[config.mk]
export PLATFORM = sky130hd
export DESIGN_NAME = can_tx_mailbox_rx_fifo_status
export DESIGN_NICKNAME = d
export VERILOG_FILES = /design/src/can_status_pkg.sv /design/src/can_tx_mailbox_rx_fifo_status.sv
export SDC_FILE = /design/constraint.sdc
export NUM_CORES = 1
export LEC_CHECK = 0
export BUFFER_PORTS_ARGS = -buffer_cell sky130_fd_sc_hd__buf_2
export CORE_UTILIZATION = 44
export CTS_CLUSTER_DIAMETER = 40
export DETAILED_ROUTE_END_ITERATION = 16
export HOLD_SLACK_MARGIN = 0.12
export PLACE_DENSITY = 0.8
export SKIP_LAST_GASP = 1
export SLEW_MARGIN = 20
export SYNTH_ARGS = -nofsm -noshare
export SYNTH_HDL_FRONTEND = slang
export SYNTH_SLANG_ARGS = --single-unit
[constraint.sdc]
create_clock -name pclk -period 3.9 [get_ports pclk]
set_input_delay 0.78 -clock pclk [delete_from_list [all_inputs] [get_ports pclk]]
set_output_delay 0.78 -clock pclk [all_outputs]
set_load 0.05 [all_outputs]
[src/can_status_pkg.sv]
// shared constants and types for the can transmit and fifo 0 status block
package can_status_pkg;
   localparam int          APB_ADDR_W      = 12;
   localparam int          NUM_MBX         = 3;
   localparam int          FIFO_DEPTH      = 3;
   // register byte offsets
   localparam logic [11:0] TX_STATUS_OFF   = 12'h008;
   localparam logic [11:0] RX_FIFO0_OFF    = 12'h00C;
   // reset values as the register images show them
   localparam logic [31:0] TX_STATUS_RST   = 32'h1C00_0000;
   localparam logic [31:0] RX_FIFO0_RST    = 32'h0000_0000;
   // transmit status field positions
   localparam int          MBX1_TX_ERR_BIT = 11;
   localparam int          MBX1_ABORT_BIT  = 15;
   localparam int          MBX2_DONE_BIT   = 16;
   localparam int          MBX2_OK_BIT     = 17;
   localparam int          MBX2_ARB_BIT    = 18;
   localparam int          MBX2_ERR_BIT    = 19;
   localparam int          MBX2_ABORT_BIT  = 23;
   localparam int          EMPTY_IDX_LSB   = 24;
   localparam int          EMPTY_LSB       = 26;
   localparam int          LOWEST_LSB      = 29;
   // receive fifo 0 field positions
   localparam int          COUNT_LSB       = 0;
   localparam int          FULL_BIT        = 3;
   localparam int          OVERRUN_BIT     = 4;
   localparam int          RELEASE_BIT     = 5;
   localparam logic [1:0]  COUNT_MAX       = 2'h3;

   // per-mailbox event pulses from the can core, one bit per mailbox
   typedef struct packed {
      logic [2:0] tx_request;
      logic [2:0] tx_ok;
      logic [2:0] tx_fail;
      logic [2:0] arb_lost;
      logic [2:0] tx_aborted;
   } tx_events_s;

   // transmit priority rank per mailbox, higher rank means lower priority
   typedef logic [2:0][1:0] prio_rank_t;

   // receive side event pulses from the can core
   typedef struct packed {
      logic msg_stored;
   } rx_events_s;
endpackage

[src/can_tx_mailbox_rx_fifo_status.sv]
// apb status registers for can transmit mailboxes and receive fifo 0
//
// Our own choice: the APB interface to the registers.
`timescale 1ns/1ps

// Notes on behaviour
// - mailbox 1 error flag sets on failed transmit, held until software writes 1.
// - mailbox 1 abort bit set by software only while pending, cleared on removal.
// - mailbox 2 done flag sets on finish, clears on new request or write 1.
// - mailbox 2 ok flag sets on success, reads 0 after failure, write 1 clears.
// - mailbox 2 arbitration lost flag sets on loss, cleared only by write 1.
// - mailbox 2 error flag sets on failed transmit, write 1 clears.
// - mailbox 2 abort bit set only while pending, cleared after removal.
// - empty index names lowest priority when all empty, else next free mailbox.
// - each mailbox empty flag reads 1 when nothing awaits transmission.
// - lowest priority flag marks the waiting mailbox of lowest priority when two or more wait, else 0.
// - fifo 0 count rises per stored message, falls per release.
// - fifo 0 full flag sets when three messages are stored, write 1 clears.
// - fifo 0 overrun sets on a message arriving while three are stored.
// - release write 1 frees output mailbox; ignored while fifo is empty.
module can_tx_mailbox_rx_fifo_status (
   input  wire logic                        pclk,
   input  wire logic                        presetn,
   input  wire logic                        psel,
   input  wire logic                        penable,
   input  wire logic                        pwrite,
   input  wire logic [can_status_pkg::APB_ADDR_W-1:0] paddr,
   input  wire logic [31:0]                 pwdata,
   output logic      [31:0]                 prdata,
   output logic                             pready,
   output logic                             pslverr,
   input  wire can_status_pkg::tx_events_s  tx_ev,
   input  wire can_status_pkg::prio_rank_t  tx_prio_rank,
   input  wire can_status_pkg::rx_events_s  rx_ev,
   output logic      [2:0]                  mbx_pending,
   output logic      [2:1]                  mbx_abort_req,
   output logic                             fifo0_release_pulse
);

   // one-hot of the lowest-priority mailbox among those in mask
   function automatic logic [2:0] lowest_of(input logic [2:0] mask,
                                            input can_status_pkg::prio_rank_t r);
      logic [2:0] sel;
      logic [1:0] best;
      logic       found;
      sel   = 3'h0;
      best  = 2'h0;
      found = 1'b0;
      for (int i = 0; i < 3; i++) begin
         if (mask[i] && (!found || r[i] > best)) begin
            sel      = 3'h0;
            sel[i]   = 1'b1;
            best     = r[i];
            found    = 1'b1;
         end
      end
      return sel;
   endfunction

   function automatic logic [1:0] index_of(input logic [2:0] onehot);
      logic [1:0] idx;
      idx = 2'h0;
      if (onehot[1]) begin
         idx = 2'h1;
      end
      if (onehot[2]) begin
         idx = 2'h2;
      end
      return idx;
   endfunction

   // apb slave state
   logic [31:0] prdata_ff;
   logic [31:0] nxt_prdata;
   logic        pready_ff;
   logic        nxt_pready;
   logic        pslverr_ff;
   logic        nxt_pslverr;

   // transmit state
   logic [2:0]  pending_ff;
   logic [2:0]  nxt_pending;
   logic [2:1]  abort_ff;
   logic [2:1]  nxt_abort;
   logic        mbx1_tx_error_ff;
   logic        nxt_mbx1_tx_error;
   logic        mbx2_req_done_ff;
   logic        nxt_mbx2_req_done;
   logic        mbx2_tx_ok_ff;
   logic        nxt_mbx2_tx_ok;
   logic        mbx2_arb_lost_ff;
   logic        nxt_mbx2_arb_lost;
   logic        mbx2_tx_error_ff;
   logic        nxt_mbx2_tx_error;

   // receive fifo 0 state
   logic [1:0]  fifo0_msg_count_ff;
   logic [1:0]  nxt_fifo0_msg_count;
   logic        fifo0_full_ff;
   logic        nxt_fifo0_full;
   logic        fifo0_overrun_ff;
   logic        nxt_fifo0_overrun;
   logic        release_ff;
   logic        nxt_release;

   // decode and images
   logic        setup_phase;
   logic        access_done;
   logic        hit_tx;
   logic        hit_rx;
   logic [31:0] tx_w1;
   logic [31:0] rx_w1;
   logic [31:0] tx_image;
   logic [31:0] rx_image;
   logic [2:0]  mbx_empty;
   logic [2:0]  mbx_lowest_prio;
   logic [1:0]  empty_mailbox_index;
   logic        release_ok;

   assign hit_tx      = (paddr == can_status_pkg::TX_STATUS_OFF);
   assign hit_rx      = (paddr == can_status_pkg::RX_FIFO0_OFF);
   assign setup_phase = psel && !penable && !pready_ff;
   assign access_done = psel && penable && pready_ff;
   assign tx_w1 = (access_done && pwrite && hit_tx) ? pwdata : 32'h0;
   assign rx_w1 = (access_done && pwrite && hit_rx) ? pwdata : 32'h0;

   // status images, computed from live state
   always_comb begin
      mbx_empty       = ~pending_ff;
      mbx_lowest_prio = 3'h0;
      if ($countones(pending_ff) > 1) begin
         mbx_lowest_prio = lowest_of(pending_ff, tx_prio_rank);
      end
      if (&mbx_empty) begin
         empty_mailbox_index = index_of(lowest_of(3'h7, tx_prio_rank));
      end else if (mbx_empty[0]) begin
         empty_mailbox_index = 2'h0;
      end else if (mbx_empty[1]) begin
         empty_mailbox_index = 2'h1;
      end else if (mbx_empty[2]) begin
         empty_mailbox_index = 2'h2;
      end else begin
         empty_mailbox_index = 2'h0;
      end
      // unlisted bits stay zero
      tx_image = 32'h0;
      tx_image[can_status_pkg::MBX1_TX_ERR_BIT] = mbx1_tx_error_ff;
      tx_image[can_status_pkg::MBX1_ABORT_BIT]  = abort_ff[1];
      tx_image[can_status_pkg::MBX2_DONE_BIT]   = mbx2_req_done_ff;
      tx_image[can_status_pkg::MBX2_OK_BIT]     = mbx2_tx_ok_ff;
      tx_image[can_status_pkg::MBX2_ARB_BIT]    = mbx2_arb_lost_ff;
      tx_image[can_status_pkg::MBX2_ERR_BIT]    = mbx2_tx_error_ff;
      tx_image[can_status_pkg::MBX2_ABORT_BIT]  = abort_ff[2];
      tx_image[can_status_pkg::EMPTY_IDX_LSB +: 2] = empty_mailbox_index;
      tx_image[can_status_pkg::EMPTY_LSB +: 3]     = mbx_empty;
      tx_image[can_status_pkg::LOWEST_LSB +: 3]    = mbx_lowest_prio;
      rx_image = 32'h0;
      rx_image[can_status_pkg::COUNT_LSB +: 2]   = fifo0_msg_count_ff;
      rx_image[can_status_pkg::FULL_BIT]         = fifo0_full_ff;
      rx_image[can_status_pkg::OVERRUN_BIT]      = fifo0_overrun_ff;
      rx_image[can_status_pkg::RELEASE_BIT]      = release_ff;
   end

   // apb: zero wait, answer rises the cycle after setup
   always_comb begin
      nxt_pready  = setup_phase;
      nxt_pslverr = setup_phase && !(hit_tx || hit_rx);
      nxt_prdata  = prdata_ff;
      if (setup_phase) begin
         nxt_prdata = hit_tx ? tx_image : (hit_rx ? rx_image : 32'h0);
      end
   end

   always_ff @(posedge pclk or negedge presetn) begin
      if (!presetn) begin
         prdata_ff  <= 32'h0;
         pready_ff  <= 1'b0;
         pslverr_ff <= 1'b0;
      end else begin
         prdata_ff  <= nxt_prdata;
         pready_ff  <= nxt_pready;
         pslverr_ff <= nxt_pslverr;
      end
   end

   // transmit flags: hardware set always beats a software clear
   always_comb begin
      nxt_pending = (pending_ff | tx_ev.tx_request)
                    & ~(tx_ev.tx_ok | tx_ev.tx_aborted);
      // abort only sticks while a message waits
      nxt_abort[1] = (abort_ff[1] || tx_w1[can_status_pkg::MBX1_ABORT_BIT])
                     && pending_ff[1] && nxt_pending[1];
      nxt_abort[2] = (abort_ff[2] || tx_w1[can_status_pkg::MBX2_ABORT_BIT])
                     && pending_ff[2] && nxt_pending[2];
      nxt_mbx1_tx_error = tx_ev.tx_fail[1] || (mbx1_tx_error_ff
                     && !tx_w1[can_status_pkg::MBX1_TX_ERR_BIT]);
      nxt_mbx2_req_done = mbx2_req_done_ff
                     && !tx_w1[can_status_pkg::MBX2_DONE_BIT];
      if (tx_ev.tx_request[2]) begin
         nxt_mbx2_req_done = 1'b0;
      end
      if (tx_ev.tx_ok[2] || tx_ev.tx_aborted[2]) begin
         nxt_mbx2_req_done = 1'b1;
      end
      nxt_mbx2_tx_ok = mbx2_tx_ok_ff && !tx_w1[can_status_pkg::MBX2_OK_BIT];
      if (tx_ev.tx_fail[2]) begin
         nxt_mbx2_tx_ok = 1'b0;
      end
      if (tx_ev.tx_ok[2]) begin
         nxt_mbx2_tx_ok = 1'b1;
      end
      nxt_mbx2_arb_lost = tx_ev.arb_lost[2] || (mbx2_arb_lost_ff
                     && !tx_w1[can_status_pkg::MBX2_ARB_BIT]);
      nxt_mbx2_tx_error = tx_ev.tx_fail[2] || (mbx2_tx_error_ff
                     && !tx_w1[can_status_pkg::MBX2_ERR_BIT]);
   end

   always_ff @(posedge pclk or negedge presetn) begin
      if (!presetn) begin
         pending_ff       <= 3'h0;
         abort_ff         <= 2'h0;
         mbx1_tx_error_ff <= 1'b0;
         mbx2_req_done_ff <= 1'b0;
         mbx2_tx_ok_ff    <= 1'b0;
         mbx2_arb_lost_ff <= 1'b0;
         mbx2_tx_error_ff <= 1'b0;
      end else begin
         pending_ff       <= nxt_pending;
         abort_ff         <= nxt_abort;
         mbx1_tx_error_ff <= nxt_mbx1_tx_error;
         mbx2_req_done_ff <= nxt_mbx2_req_done;
         mbx2_tx_ok_ff    <= nxt_mbx2_tx_ok;
         mbx2_arb_lost_ff <= nxt_mbx2_arb_lost;
         mbx2_tx_error_ff <= nxt_mbx2_tx_error;
      end
   end

   // receive fifo 0; release acts in one cycle so its bit reads back 0
   assign release_ok = rx_w1[can_status_pkg::RELEASE_BIT]
                       && (fifo0_msg_count_ff != 2'h0);
   always_comb begin
      nxt_release         = release_ok;
      nxt_fifo0_msg_count = fifo0_msg_count_ff;
      nxt_fifo0_overrun   = fifo0_overrun_ff
                            && !rx_w1[can_status_pkg::OVERRUN_BIT];
      if (rx_ev.msg_stored && !release_ok) begin
         if (fifo0_msg_count_ff == can_status_pkg::COUNT_MAX) begin
            nxt_fifo0_overrun = 1'b1;
         end else begin
            nxt_fifo0_msg_count = fifo0_msg_count_ff + 2'h1;
         end
      end else if (release_ok && !rx_ev.msg_stored) begin
         nxt_fifo0_msg_count = fifo0_msg_count_ff - 2'h1;
      end
      nxt_fifo0_full = fifo0_full_ff && !rx_w1[can_status_pkg::FULL_BIT]
                       && (nxt_fifo0_msg_count == can_status_pkg::COUNT_MAX);
      if ((nxt_fifo0_msg_count == can_status_pkg::COUNT_MAX)
          && (fifo0_msg_count_ff != can_status_pkg::COUNT_MAX)) begin
         nxt_fifo0_full = 1'b1;
      end
   end

   always_ff @(posedge pclk or negedge presetn) begin
      if (!presetn) begin
         fifo0_msg_count_ff <= 2'h0;
         fifo0_full_ff      <= 1'b0;
         fifo0_overrun_ff   <= 1'b0;
         release_ff         <= 1'b0;
      end else begin
         fifo0_msg_count_ff <= nxt_fifo0_msg_count;
         fifo0_full_ff      <= nxt_fifo0_full;
         fifo0_overrun_ff   <= nxt_fifo0_overrun;
         release_ff         <= nxt_release;
      end
   end

   assign prdata              = prdata_ff;
   assign pready              = pready_ff;
   assign pslverr             = pslverr_ff;
   assign mbx_pending         = pending_ff;
   assign mbx_abort_req       = abort_ff;
   assign fifo0_release_pulse = release_ff; // core pops the oldest
endmodule // can_tx_mailbox_rx_fifo_status

==> impl_metrics.json <==
{
  "dp_hpwl_mm": 3.09,
  "finalNonFillerCells": 316,
  "required_ps": 4120,
  "routedWlPerCell_um": 13.0,
  "worstSkewPairLatency_ps": 290,
  "slew_viol_final": 0,
  "ys_ff_latch": 37,
  "crit_fanout": 12,
  "final_cell_mix": "buf_2, dfrtp_1, nand2_1, inv_1, ha_1",
  "ys_seq_area_share_pct": 46.9,
  "reg2reg_slack_ps": 880,
  "crit_arrival_ps": 3240,
  "tritoncts": "yes",
  "antenna_found_initial": 0,
  "root_buffer": "clkbuf_8",
  "total_power_w": 0.000838,
  "r2r_cells": 13,
  "postCtsSetupBuffers": 0,
  "finalSetupViolCount": 0,
  "reg2reg_from": "mbx_pending[0]$_DFF_PN0_",
  "worstSetupEndpointType": "register",
  "routed_wl_mm": 4.11,
  "start_util_pct": 47.6,
  "worst_slew_pin_slew_ps": 879,
  "netlist_instances": 191,
  "rsz0062_at_grt": "false",
  "criticalPathCategory": "register to register",
  "max_slew_margin_pct": 41.3,
  "core-area_um2": 4140,
  "worstHoldPathCells": 2,
  "fin_skew_ps": 4.34,
  "design_area_um2": 2420,
  "firstDrtPassIters": 4,
  "worst_setup_path_start_kind": "register",
  "hp-start": "prdata[24]$_DFFE_PN0P_",
  "first_iter_violations": 68,
  "drive_gt1_share_pct": 33.1,
  "clkSinkCount": 37,
  "finalNetCount": 349,
  "timing.max_cap.violations": 0,
  "syn_to_final_growth_pct": 22.4,
  "place.gp.congestion": 0.794,
  "postCtsHoldBufs": 0,
  "ir_drop_mv": 0.201,
  "grt_pass1_wl_mm": 6.65,
  "fmax_ghz": 0.331,
  "finalHoldViolCount": 0,
  "power.density_nw_per_um2": 347,
  "clock_path_buffers": 2,
  "cts_resized": 0,
  "p_leak_nw": 1.29,
  "cts_max_level": 2,
  "hold_path_end": "prdata[24]$_DFFE_PN0P_",
  "yosysUniqueCellTypes": 43,
  "n_fill_cell": 389,
  "drc": 0,
  "min_period_ps": 3020,
  "drtAntennaViolNets": 0,
  "dp_cells": 308,
  "grt_pass1_vias": 1484,
  "hold_path.class": "register to register",
  "dpl_cell_area_um2": 2330,
  "overflow": 0,
  "synth_async_sr_flop_share_pct": 100,
  "grt.total_usage_pct": 19.3,
  "post-route-util_pct": 58.3,
  "die_w_um": 69.0,
  "clkSlewWorstSetupHoldPaths_ps": 80,
  "layout_commonest_cell": "buf_2",
  "syn_area_um2": 1970,
  "grt_max_degree": 38,
  "synth_top_flop_cell": "dfrtp_1",
  "viasPerCell": 5.16,
  "cts_buffers": 5,
  "avgSynthCellArea_um2": 10.3,
  "status": "finished, final reports clean",
  "synth_edf_count": 0,
  "r2r_end": "prdata[29]$_DFFE_PN0P_",
  "vias": 1629,
  "row_count": 23,
  "numPortBuffers": 73,
  "die-area_um2": 4760,
  "fin_crit_sh_pct": 77.5,
  "n_antenna_cell": 0,
  "fin_setup_tns_ps": 0,
  "die_h_um": 69.0,
  "ios": 111,
  "yosysWarnings": 0
}
==> cells by family after synthesis <==
group / after synthesis / share of synthesized area, %
adders and majority gates: 13 / 8.24
AOI/OAI and AO/OA: 44 / 16.7
muxes: 1 / 0.507
and+or+nand+nor: 65 / 19.3
DFF: 37 / 46.9
other: 1 / 0.190
buffers and inverters: 30 / 8.24
==> through the flow <==
| stage | setup WS (ps) | hold slack [ps] |
|---|---|---|
| 2_1_floorplan | 825 | 450 |
| 3_3_place_gp | 648 | 458 |
| 3_5_place_dp | 617 | 467 |
| 4_1_cts | 859 | 484 |
| 5_1_grt | 491 | 506 |
| 6_report | 879 | 479 |
==> critical path: stages (launching register included) <==
cell and delay, ps:
dfrtp_1 570, nand2_1 100, ha_1 310, nor2b_1 130, a2bb2oi_1 120, o21ai_0 430
nor2_1 80, a31oi_1 160, ha_1 260, nor2b_1 130, a2bb2oi_1 120, o21ai_0 270
nand3_2 120, o21ai_1 140
==> state kept, by name, indices dropped and copies added (netlist names) <==
signal	cells
fifo0_msg_count_ff	2
mbx2_tx_error_ff	1
mbx2_req_done_ff	1
prdata	20
mbx1_tx_error_ff	1
mbx_abort_req	2
fifo0_overrun_ff	1
mbx2_arb_lost_ff	1
pslverr	1
pready	1
mbx_pending	3
fifo0_release_pulse	1
mbx2_tx_ok_ff	1
fifo0_full_ff	1
==> worst max path at each step <==
stage | startpoint | to | slack, ps | cells after the start
2_1_floorplan | mbx_pending[0]$_DFF_PN0_ | prdata[30]$_DFFE_PN0P_ | 820 | 14
3_3_place_gp | tx_prio_rank[1] | prdata[29]$_DFFE_PN0P_ | 650 | 14
3_5_place_dp | tx_prio_rank[1] | prdata[30]$_DFFE_PN0P_ | 620 | 14
4_1_cts | mbx_pending[0]$_DFF_PN0_ | prdata[29]$_DFFE_PN0P_ | 860 | 13
5_1_grt | mbx_pending[0]$_DFF_PN0_ | prdata[30]$_DFFE_PN0P_ | 490 | 13
6_report | mbx_pending[0]$_DFF_PN0_ | prdata[29]$_DFFE_PN0P_ | 880 | 13
==> final cells by class <==
cell class / instances / area [um^2] / share of cell area, %
Tap cell: 50 / 62.6 / 2.59
Clock inverter: 3 / 17.5 / 0.725
Clock buffer: 5 / 68.8 / 2.85
Multi-Input combinational cell: 135 / 927 / 38.4
Sequential cell: 37 / 926 / 38.3
Inverter: 13 / 48.8 / 2.02
Timing Repair Buffer: 73 / 365 / 15.1
==> Yosys cell counts, types with 2 or more instances <==
master | number | area, um^2
a21o_1 | 4 | 30.0
a21oi_1 | 3 | 15.0
a22o_1 | 12 | 105
a2bb2oi_1 | 3 | 26.3
and2_1 | 3 | 18.8
and3_1 | 2 | 12.5
and4_1 | 2 | 17.5
buf_4 | 13 | 97.6
clkbuf_1 | 3 | 11.3
dfrtp_1 | 37 | 926
ha_1 | 13 | 163
inv_1 | 13 | 48.8
nand2_1 | 22 | 82.6
nand4_1 | 3 | 18.8
nor2_1 | 12 | 45.0
nor2b_1 | 4 | 25.0
nor3_1 | 5 | 25.0
nor3b_1 | 2 | 15.0
nor4b_1 | 2 | 17.5
o21ai_0 | 8 | 40.0
o21ai_1 | 2 | 10.0
o31ai_1 | 2 | 15.0
==> metal layers <==
layer / GRT usage (%) / wire length (um) / up-vias
met5: 0 / 0 / -
met1: 24.0 / 1870 / 759
met4: 3.83 / 8 / 0
met3: 6.25 / 296 / 2
met2: 32.8 / 1930 / 63
li1: - / - / 805
==> where the power goes <==
group / leakage [nW] / internal [W] / switching [W]
Clock: 0.0439 / 0.000123 / 0.000137
Combinational: 0.770 / 0.0000604 / 0.000100
Sequential: 0.477 / 0.000398 / 0.0000178
No activity file was read; power rests on OpenSTA's default activity.
